<file path="config.mk">
export PLATFORM = sky130hd
export DESIGN_NAME = swi_ctrl
export DESIGN_NICKNAME = d
export VERILOG_FILES = /design/src/hw/swi_ctrl.v /design/src/hw/swi_sync.v
export VERILOG_INCLUDE_DIRS = /design/src /design/src/hw
export SDC_FILE = /design/constraint.sdc
export NUM_CORES = 1
export LEC_CHECK = 0
export BUFFER_PORTS_ARGS = -buffer_cell sky130_fd_sc_hd__buf_2
export CORE_ASPECT_RATIO = 1.2
export CORE_MARGIN = 2
export CORE_UTILIZATION = 47
export CTS_BUF_LIST = sky130_fd_sc_hd__clkbuf_4 sky130_fd_sc_hd__clkbuf_8
export DETAILED_ROUTE_END_ITERATION = 8
export GPL_TIMING_DRIVEN = 0
export PLACE_DENSITY = 0.77
export SLEW_MARGIN = 20
export SYNTH_ARGS = -nofsm -noshare
export SYNTH_HDL_FRONTEND = slang
export SYNTH_SLANG_ARGS = --single-unit
</file>
<file path="constraint.sdc">
create_clock -name i_mclk -period 1.5 [get_ports i_mclk]
set_input_delay 0.15 -clock i_mclk [delete_from_list [all_inputs] [get_ports i_mclk]]
set_output_delay 0.15 -clock i_mclk [all_outputs]
set_load 0.05 [all_outputs]
</file>
<file path="src/hw/swi_regs.vh">
`ifndef SWI_REGS_VH
`define SWI_REGS_VH
// ==========================================
// Bit positions in the control registers
`define SWI_PC_WAKE_BIT 0
`define SWI_AD_WAKE_BIT 2
`define SWI_TO_IE_BIT 0
`define SWI_PC_IE_BIT 1
`define SWI_AD_IE_BIT 3
// ==========================================
// Vectors
`define SWI_VEC_PORT 8'h06
`define SWI_VEC_TIMER 8'h09
`define SWI_VEC_CONV 8'h0c
// ==========================================
// Reset values
`define SWI_WAKE_RST 8'h00
`define SWI_IE_RST 8'h00
`endif

</file>
<file path="src/hw/swi_ctrl.v">
`timescale 1ns/1ps
`include "swi_regs.vh"
// What this block does
// - Sleep, port wake on, port irq off: change wakes, resume next instruction, clocks stopped
// - Sleep, both port enables, interrupts off: wake, next instruction, set port flag
// - Sleep, both port enables, interrupts on: wake, vector 0x06, set port flag
// - Port wake enable clear: port change in sleep never wakes
// - Sleep entry, conversion enables clear: clear running bit, stop converter, no wake
// - Sleep entry, only conversion irq on: set done flag, clear running, stop, no wake
// - Sleep with conversion wake on: oscillator and timers keep running
// - Conversion wake only, conversion irq off: wake on conversion completion, resume next instruction
// - Timer overflow never wakes from sleep; timer is stopped unless conversion wake is on
// - Normal, timer irq and interrupts on: set overflow flag, vector 0x09
// - Normal, timer irq on, interrupts off: set overflow flag, continue
// - Sleep, conversion enables and interrupts on: wake, set done, vector 0x0C
// - Sleep, conversion enables, interrupts off: wake, set done, next instruction
module swi_ctrl #(
    parameter PORT_W = 8
) (
    // Clock and reset
    input wire i_mclk,
    input wire i_sys_rst,
    // Core control
    input wire i_sleep_enter,
    input wire i_enable_interrupts_instr,
    input wire i_disable_interrupts_instr,
    input wire i_vector_ack,
    // Enable registers as written by software
    input wire [7:0] i_wake_enable_control_reg,
    input wire [7:0] i_interrupt_enable_control_reg,
    // Flag clear strobes, one per flag
    input wire i_clr_port_change_pending_flag,
    input wire i_clr_conversion_done_flag,
    input wire i_clr_timer_overflow_flag,
    // Events
    input wire [PORT_W-1:0] i_port_pins,
    input wire i_conversion_done,
    input wire i_conversion_start,
    input wire i_main_timer_counter_ovf,
    // Outputs to core and peripherals
    output reg o_sleeping,
    output reg o_wake,
    output reg o_resume_next,
    output reg o_vector_req,
    output reg [7:0] o_vector_addr,
    output reg o_global_int_en,
    output reg o_port_change_pending_flag,
    output reg o_conversion_done_flag,
    output reg o_timer_overflow_flag,
    output reg o_conversion_running_bit,
    output wire o_osc_run,
    output wire o_timers_run
);
    localparam ST_RUN = 1'b0;
    localparam ST_SLEEP = 1'b1;

    wire [PORT_W-1:0] port_sync;
    reg [PORT_W-1:0] port_prev_ff;
    reg state_ff;
    reg nxt_state;
    reg keep_clk_ff;

    wire pc_we = i_wake_enable_control_reg[`SWI_PC_WAKE_BIT];
    wire ad_we = i_wake_enable_control_reg[`SWI_AD_WAKE_BIT];
    wire to_ie = i_interrupt_enable_control_reg[`SWI_TO_IE_BIT];
    wire pc_ie = i_interrupt_enable_control_reg[`SWI_PC_IE_BIT];
    wire ad_ie = i_interrupt_enable_control_reg[`SWI_AD_IE_BIT];
    wire port_chg = |(port_sync ^ port_prev_ff);
    wire in_sleep = (state_ff == ST_SLEEP);
    wire pc_wake = in_sleep & port_chg & pc_we;
    wire ad_wake = in_sleep & keep_clk_ff & i_conversion_done;
    wire any_wake = pc_wake | ad_wake;
    wire tmr_evt = ~in_sleep & i_main_timer_counter_ovf & to_ie;

    swi_sync #(
        .W(PORT_W)
    ) u_sync (
        .i_mclk(i_mclk),
        .i_sys_rst(i_sys_rst),
        .i_pin(i_port_pins),
        .o_pin(port_sync)
    );

    // ==========================================
    // Clock gating requests
    assign o_osc_run = ~in_sleep | keep_clk_ff;
    assign o_timers_run = ~in_sleep | keep_clk_ff;

    // ==========================================
    // Sleep state machine
    always @* begin
        nxt_state = state_ff;
        case (state_ff)
            ST_RUN: begin
                if (i_sleep_enter) begin
                    nxt_state = ST_SLEEP;
                end
            end
            ST_SLEEP: begin
                if (any_wake) begin
                    nxt_state = ST_RUN;
                end
            end
            default: nxt_state = ST_RUN;
        endcase
    end

    always @(posedge i_mclk) begin
        if (i_sys_rst) begin
            state_ff <= ST_RUN;
            keep_clk_ff <= 1'b0;
            port_prev_ff <= {PORT_W{1'b0}};
            o_sleeping <= 1'b0;
            o_wake <= 1'b0;
        end else begin
            state_ff <= nxt_state;
            port_prev_ff <= port_sync;
            o_sleeping <= (nxt_state == ST_SLEEP);
            o_wake <= in_sleep & any_wake;
            if (~in_sleep & i_sleep_enter) begin
                keep_clk_ff <= ad_we;
            end else if (any_wake) begin
                keep_clk_ff <= 1'b0;
            end
        end
    end

    // ==========================================
    // Global interrupt state
    always @(posedge i_mclk) begin
        if (i_sys_rst) begin
            o_global_int_en <= 1'b0;
        end else if (i_enable_interrupts_instr) begin
            o_global_int_en <= 1'b1;
        end else if (i_disable_interrupts_instr) begin
            o_global_int_en <= 1'b0;
        end
    end

    // ==========================================
    // Pending flags, a set beats a clear
    always @(posedge i_mclk) begin
        if (i_sys_rst) begin
            o_port_change_pending_flag <= 1'b0;
            o_conversion_done_flag <= 1'b0;
            o_timer_overflow_flag <= 1'b0;
        end else begin
            if (pc_wake & pc_ie) begin
                o_port_change_pending_flag <= 1'b1;
            end else if (i_clr_port_change_pending_flag) begin
                o_port_change_pending_flag <= 1'b0;
            end
            if ((~in_sleep & i_sleep_enter & ~ad_we & ad_ie) | (ad_wake & ad_ie)) begin
                o_conversion_done_flag <= 1'b1;
            end else if (i_clr_conversion_done_flag) begin
                o_conversion_done_flag <= 1'b0;
            end
            if (tmr_evt) begin
                o_timer_overflow_flag <= 1'b1;
            end else if (i_clr_timer_overflow_flag) begin
                o_timer_overflow_flag <= 1'b0;
            end
        end
    end

    // ==========================================
    // Converter running bit
    always @(posedge i_mclk) begin
        if (i_sys_rst) begin
            o_conversion_running_bit <= 1'b0;
        end else if (~in_sleep & i_sleep_enter & ~ad_we) begin
            o_conversion_running_bit <= 1'b0;
        end else if (i_conversion_done) begin
            o_conversion_running_bit <= 1'b0;
        end else if (i_conversion_start) begin
            o_conversion_running_bit <= 1'b1;
        end
    end

    // ==========================================
    // Resume or vector decision
    always @(posedge i_mclk) begin
        if (i_sys_rst) begin
            o_resume_next <= 1'b0;
            o_vector_req <= 1'b0;
            o_vector_addr <= 8'h00;
        end else begin
            o_resume_next <= 1'b0;
            if (pc_wake) begin
                if (pc_ie & o_global_int_en) begin
                    o_vector_req <= 1'b1;
                    o_vector_addr <= `SWI_VEC_PORT;
                end else begin
                    o_resume_next <= 1'b1;
                end
            end else if (ad_wake) begin
                if (ad_ie & o_global_int_en) begin
                    o_vector_req <= 1'b1;
                    o_vector_addr <= `SWI_VEC_CONV;
                end else begin
                    o_resume_next <= 1'b1;
                end
            end else if (tmr_evt & o_global_int_en & ~o_vector_req) begin
                o_vector_req <= 1'b1;
                o_vector_addr <= `SWI_VEC_TIMER;
            end else if (i_vector_ack) begin
                o_vector_req <= 1'b0;
            end
        end
    end
endmodule

</file>
<file path="src/hw/swi_sync.v">
`timescale 1ns/1ps
module swi_sync #(
    parameter W = 8
) (
    // Clock and reset
    input wire i_mclk,
    input wire i_sys_rst,
    // Pin data
    input wire [W-1:0] i_pin,
    output reg [W-1:0] o_pin
);
    reg [W-1:0] s1_ff;
    reg [W-1:0] s2_ff;
    reg [W-1:0] s3_ff;
    // ==========================================
    // Three stage synchroniser, change accepted when stages 2 and 3 agree
    always @(posedge i_mclk) begin
        if (i_sys_rst) begin
            s1_ff <= {W{1'b0}};
            s2_ff <= {W{1'b0}};
            s3_ff <= {W{1'b0}};
            o_pin <= {W{1'b0}};
        end else begin
            s1_ff <= i_pin;
            s2_ff <= s1_ff;
            s3_ff <= s2_ff;
            o_pin <= (s2_ff & s3_ff) | (o_pin & (s2_ff | s3_ff));
        end
    end
endmodule

</file>
# Yosys cells after proc, flatten, opt, wreduce, memory -nomap -nowiden
# Index checks and enable logic that the tools add are counted.
# op_classes
addsub,0
multipliers,0
div_mod_pow,0
order_cmp,0
eq_ne,2
n_shift,0
n_mux,28
bitwise,27
reduce_logical,11
# op_table
operator,n
two-way mux 8 bit,5
two-way mux 1 bit,22
bitwise AND 1 bit,16
bitwise AND 8 bit,2
OR 8 bit,2
nonzero test 2 bit,5
OR reduction 8 bit,1
bitwise XOR 8 bit,1
AND reduction 3 bit,2
nonzero test 4 bit,1
!= test 3 x 2 -> 1 bit (second input constant),1
NOT 1 bit,3
OR 1 bit,3
nonzero test 3 bit,1
OR reduction 3 bit,1
!= test 2 x 1 -> 1 bit (second input constant),1
one-hot mux 1 bit (2 select lines),1
# word_totals
ff_bits,58
latchBits,0
ram_bits,0
rom_bits,0
in_bits,36
output_inout_bits,19
mem_count,0

# Longest topological paths before layout
# logic_depth
ltp_word,8
mapped_depth,6

# Cells and area by module
# A second synthesis with hierarchy kept.
# hier_totals
hier_cells,180
hier_area_um2,1871.8
# modules_own_cells
module,instances,cells_per_inst,area_each_um2
swi_ctrl,1,97,948.4
swi_sync,1,83,923.4

# Worst setup path after synthesis
# Ideal clock, no wire load.
# synth_path
kind,register to register
start,"reg state_ff, in the netlist in_sleep"
end,reg o_vector_req
arrival_ns,1.683
required_time_ns,1.438
slack_ns,-0.245
stages_incl_launch_ff,5
path_buffers,0
path_cell_list,dfxtp_1 o211ai_2 mux2_4 a2111oi_4 nand3b_1
# synth_between
elab_chain_cells,8
word_cells_on_any_way,16
# synth_lines
element,line,rtl
"start, declared",swi_ctrl.v:59,reg state_ff;
"start signal, assigned",swi_ctrl.v:116,state_ff <= nxt_state;
NOT 1 bit,swi_ctrl.v:73,wire tmr_evt = ~in_sleep & i_main_timer_counter_ovf & to_ie;
bitwise AND 1 bit (2 in a row),swi_ctrl.v:73,
bitwise AND 1 bit (2 in a row),swi_ctrl.v:203,end else if (tmr_evt & o_global_int_en & ~o_vector_req) begin
two-way mux 1 bit,swi_ctrl.v:203,
two-way mux 1 bit,swi_ctrl.v:196,end else if (ad_wake) begin
two-way mux 1 bit,swi_ctrl.v:189,if (pc_wake) begin
"end signal, assigned",swi_ctrl.v:191,o_vector_req <= 1'b1;
"end signal, assigned",swi_ctrl.v:198,o_vector_req <= 1'b1;
"end signal, assigned",swi_ctrl.v:204,o_vector_req <= 1'b1;
"end, declared",swi_ctrl.v:44,"output reg o_vector_req,"
# Parallel ways exist; a longest one is shown, timed or not.
# A chain may end at the register's enable or synchronous reset.

# Final worst setup path
# layout_path
start,reg port_prev_ff[7]
end,reg o_vector_req
# layout_between
elab_chain_cells,6
word_cells_on_any_way,9
# layout_lines
element,line,rtl
"start, declared",swi_ctrl.v:58,reg [PORT_W-1:0] port_prev_ff;
"start signal, assigned",swi_ctrl.v:112,port_prev_ff <= {PORT_W{1'b0}};
"start signal, assigned",swi_ctrl.v:117,port_prev_ff <= port_sync;
bitwise XOR 8 bit *,swi_ctrl.v:68,wire port_chg = |(port_sync ^ port_prev_ff);
OR reduction 8 bit *,swi_ctrl.v:68,
bitwise AND 1 bit * (2 in a row),swi_ctrl.v:70,wire pc_wake = in_sleep & port_chg & pc_we;
!= test 3 x 2 -> 1 bit (no line) (tied with other cells),--,
AND reduction 3 bit (no line),--,
"end signal, assigned",swi_ctrl.v:185,o_vector_req <= 1'b0;
"end signal, assigned",swi_ctrl.v:191,
"end signal, assigned",swi_ctrl.v:198,
# Mark *: on every way between the ends. The rest lies on a longest branch, timed or not.

==> results.json <==
{
  "status": "finished with violations",
  "violations": "negative setup slack",
  "fmax_ghz": 0.6017,
  "clock-sinks": 54,
  "fin_skew_ns": 0.005630,
  "crit_path_start": "port_prev_ff[7]",
  "p_sw_frac": 0.2295,
  "setup_ws_ns": -0.1620,
  "crit_required_ns": 1.75,
  "grt_pass1_wl_mm": 4.802,
  "ir_worst_vdd_mv": 0.7877,
  "cp-start-kind": "flip-flop",
  "root_buffer": "clkbuf_8",
  "grt_usage": 0.1442,
  "cp-end-kind": "flip-flop",
  "synth_cell_types": 32,
  "drt_pass1_iterations": 4,
  "diodes": 0,
  "io_pins": 55,
  "pwr-share-seq": 0.566,
  "hold_path.class": "in2reg",
  "synth_top_area_frac": 0.5791,
  "numCtsBuffers": 5,
  "clock_latency_ns": 0.30,
  "core_area_sq_um": 3879,
  "ys_top_cells_by_area": "dfxtp_1, nor2b_1, a21oi_1, xnor2_1, o21ai_0",
  "p_leak_nw": 0.9982,
  "fp.dieW_microns": 61.53,
  "hold_viol_final": 0,
  "synth_area_sq_um": 1867,
  "crit_slowest_cell": "dfxtp_1",
  "final_common_cell": "dfxtp_1",
  "die_h_microns": 73.04,
  "clkPwrFrac": 0.338,
  "wire_per_inst_microns": 10.68,
  "cap_violations": 0,
  "p_comb_frac": 0.096,
  "cts_tree": "done",
  "drive_gt1_frac": 0.3697,
  "p_switching_uw": 604.7,
  "min_from": "i_conversion_done",
  "finalWorstPathRequiredPeriod_ns": 1.662,
  "ys_warn_count": 0,
  "postRouteAntennaNets": 0,
  "worst_pin_slew_ns": 0.6077,
  "vias": 1365,
  "post-route-period-util": 1.108,
  "placed_cells": 276,
  "syn_to_final_growth_pct": 28.55,
  "dpl-instance-area_sq_um": 2142,
  "final_cell_mix": "dfxtp_1, buf_2, nor2b_1",
  "crit_arrival_ns": 1.91,
  "synth_top_area_cell": "dfxtp_1",
  "grt_pass1_vias": 1213,
  "slowest_delay_ns": 0.37,
  "dr.first_iter.drc_count": 76,
  "drc": 0,
  "max_slew_margin": 0.5948,
  "setup-violations-final": 6,
  "grt-ovfl-total": 0,
  "cp_cell_sequence": "xnor2_2 -> nand4_1 -> o211ai_2 -> mux2_4 -> a2111oi_4 -> nand3b_1",
  "hold_buffers": 0,
  "rows": 25,
  "cellPowerDensity_nw_per_um2": 1098,
  "cts_max_level": 2,
  "place_ws_ns": -0.2129,
  "hpwl_mm": 2.106,
  "fin_cells": 292,
  "p_int_mw": 2.030,
  "clkTransAtPathRegs_ns": 0.09,
  "multi_input_area_sq_um": 774.5,
  "routed_via_density": 4.675,
  "floorplan.initialDensity": 0.4813,
  "rsz0062_at_grt": "true",
  "final_nets": 273,
  "syn_inst": 181,
  "yosysSeqAreaShare": 0.5791,
  "antenna_found_initial": 0,
  "die_area_sq_um": 4494,
  "critPathMaxFanout": 2,
  "critical_path_class": "reg2reg",
  "port_buffers": 38,
  "wirelength_mm": 3.118,
  "avgSynthCellArea_sq_um": 10.31,
  "ys_ff_latch": 54,
  "gp_congestion": 0.7512,
  "grt_max_degree": 16,
  "r2r-start": "port_prev_ff[7]",
  "fin_area_sq_um": 2400,
  "maxSlewViolCount": 0,
  "clock_path_buffers": 2,
  "register_area_sq_um": 1096,
  "n_fill_cell": 343
}
## layer usage
| layer | global-route usage | up-vias | routed length [microns] | part of all wire |
|---|---|---|---|---|
| met5 | 0 | - | 0 | 0 |
| met4 | 0.08038 | 0 | 42 | 0.013 |
| met3 | 0.03901 | 3 | 205 | 0.066 |
| met2 | 0.2503 | 46 | 1572 | 0.50 |
| met1 | 0.1517 | 619 | 1298 | 0.42 |
| li1 | - | 697 | - | - |
## final timing paths
kind	end	cells past startpoint	slack, ns
min reg2reg	u_sync.s2_ff[0]	1	0.44
max reg2reg	o_vector_req	6	-0.16
max	o_vector_req	6	-0.16
min	o_conversion_running_bit	2	0.02
## cells in the mapped netlist
cell type  instances
a2111oi_4          1
a211oi_1           1
a21oi_1           14
a221oi_1           1
a32o_1             1
and2_1             1
and3_1             1
and3_2             1
buf_4              5
buf_6              2
clkbuf_1           5
conb_1             1
dfxtp_1           54
inv_1              5
mux2_4             1
nand2_1            9
nand2b_1           3
nand3_1            1
nand3b_1           2
nand4_1            2
nor2_1             7
nor2b_1           35
nor3_1             1
nor4_1             2
o211a_1            1
o211ai_2           1
o21a_1             2
o21ai_0            9
o21ai_1            2
o311ai_1           1
or3_1              1
xnor2_1            8
## repair_timing
item	4_1_cts	5_1_grt
setup buffers	3	5
endpoints found under the setup margin	8	10
gates resized for setup	7	16
pin swaps	8	7
## flip-flops by register name (all words and copies together), names as in the netlist, 4 cells and up
| signal | count |
|---|---|
| o_vector_addr | 4 |
| port_prev_ff | 8 |
| u_sync.o_pin | 8 |
| u_sync.s1_ff | 8 |
| u_sync.s2_ff | 8 |
| u_sync.s3_ff | 8 |
## worst max-delay path, delay by kind of cell, from the launching register on
kind	cells	cell delay [ns]
and+or+nand+nor	2	0.28
AOI/OAI and AO/OA	2	0.49
DFF	1	0.37
xor gates and xnor gates	1	0.13
muxes	1	0.34
## power groups by stage
stage          Sequential [mW]  Combinational (mW)  Clock (mW)
5_1_grt                   1.50               0.274       0.987
3_5_place_dp              1.53               0.238           0
2_1_floorplan             1.56               0.134           0
3_3_place_gp              1.53               0.236           0
4_1_cts                   1.49               0.243       0.920
6_report                  1.49               0.253       0.890
## kinds of logic (layout without fill, tap and decap cells)
logic type / after synthesis / in the layout / share of synthesized area
AND/OR/NAND/NOR: 66 / 66 / 0.2004
buffers and inverters: 17 / 71 / 0.05228
flip-flops: 54 / 54 / 0.5791
other: 1 / 4 / 0.002009
multiplexers: 1 / 1 / 0.008041
AO/OA/AOI/OAI: 34 / 34 / 0.1206
XOR/XNOR: 8 / 8 / 0.03754
## per-stage QoR
step | setup TNS (ns) | hold slack (ns) | util | total power, mW
6_report | -0.4593 | 0.01900 | 0.6187 | 2.635
5_1_grt | -1.430 | 0.01909 | 0.6187 | 2.760
4_1_cts | -0.3727 | 0.008133 | 0.5916 | 2.657
3_5_place_dp | -0.6707 | 0.3368 | 0.5523 | 1.766
3_3_place_gp | -0.4407 | 0.3306 | 0.5523 | 1.762
2_1_floorplan | -0.04371 | 0.2283 | - | 1.699
## cell type report
cell class,instances,share of cell area
Buffer,12,0.03285
Clock buffer,8,0.04588
Inverter,5,0.007821
Multi-Input combinational cell,113,0.3227
Sequential cell,54,0.4567
Tap cell,54,0.02815
Timing Repair Buffer,46,0.1058
No activity file was read; power rests on OpenSTA's default activity.
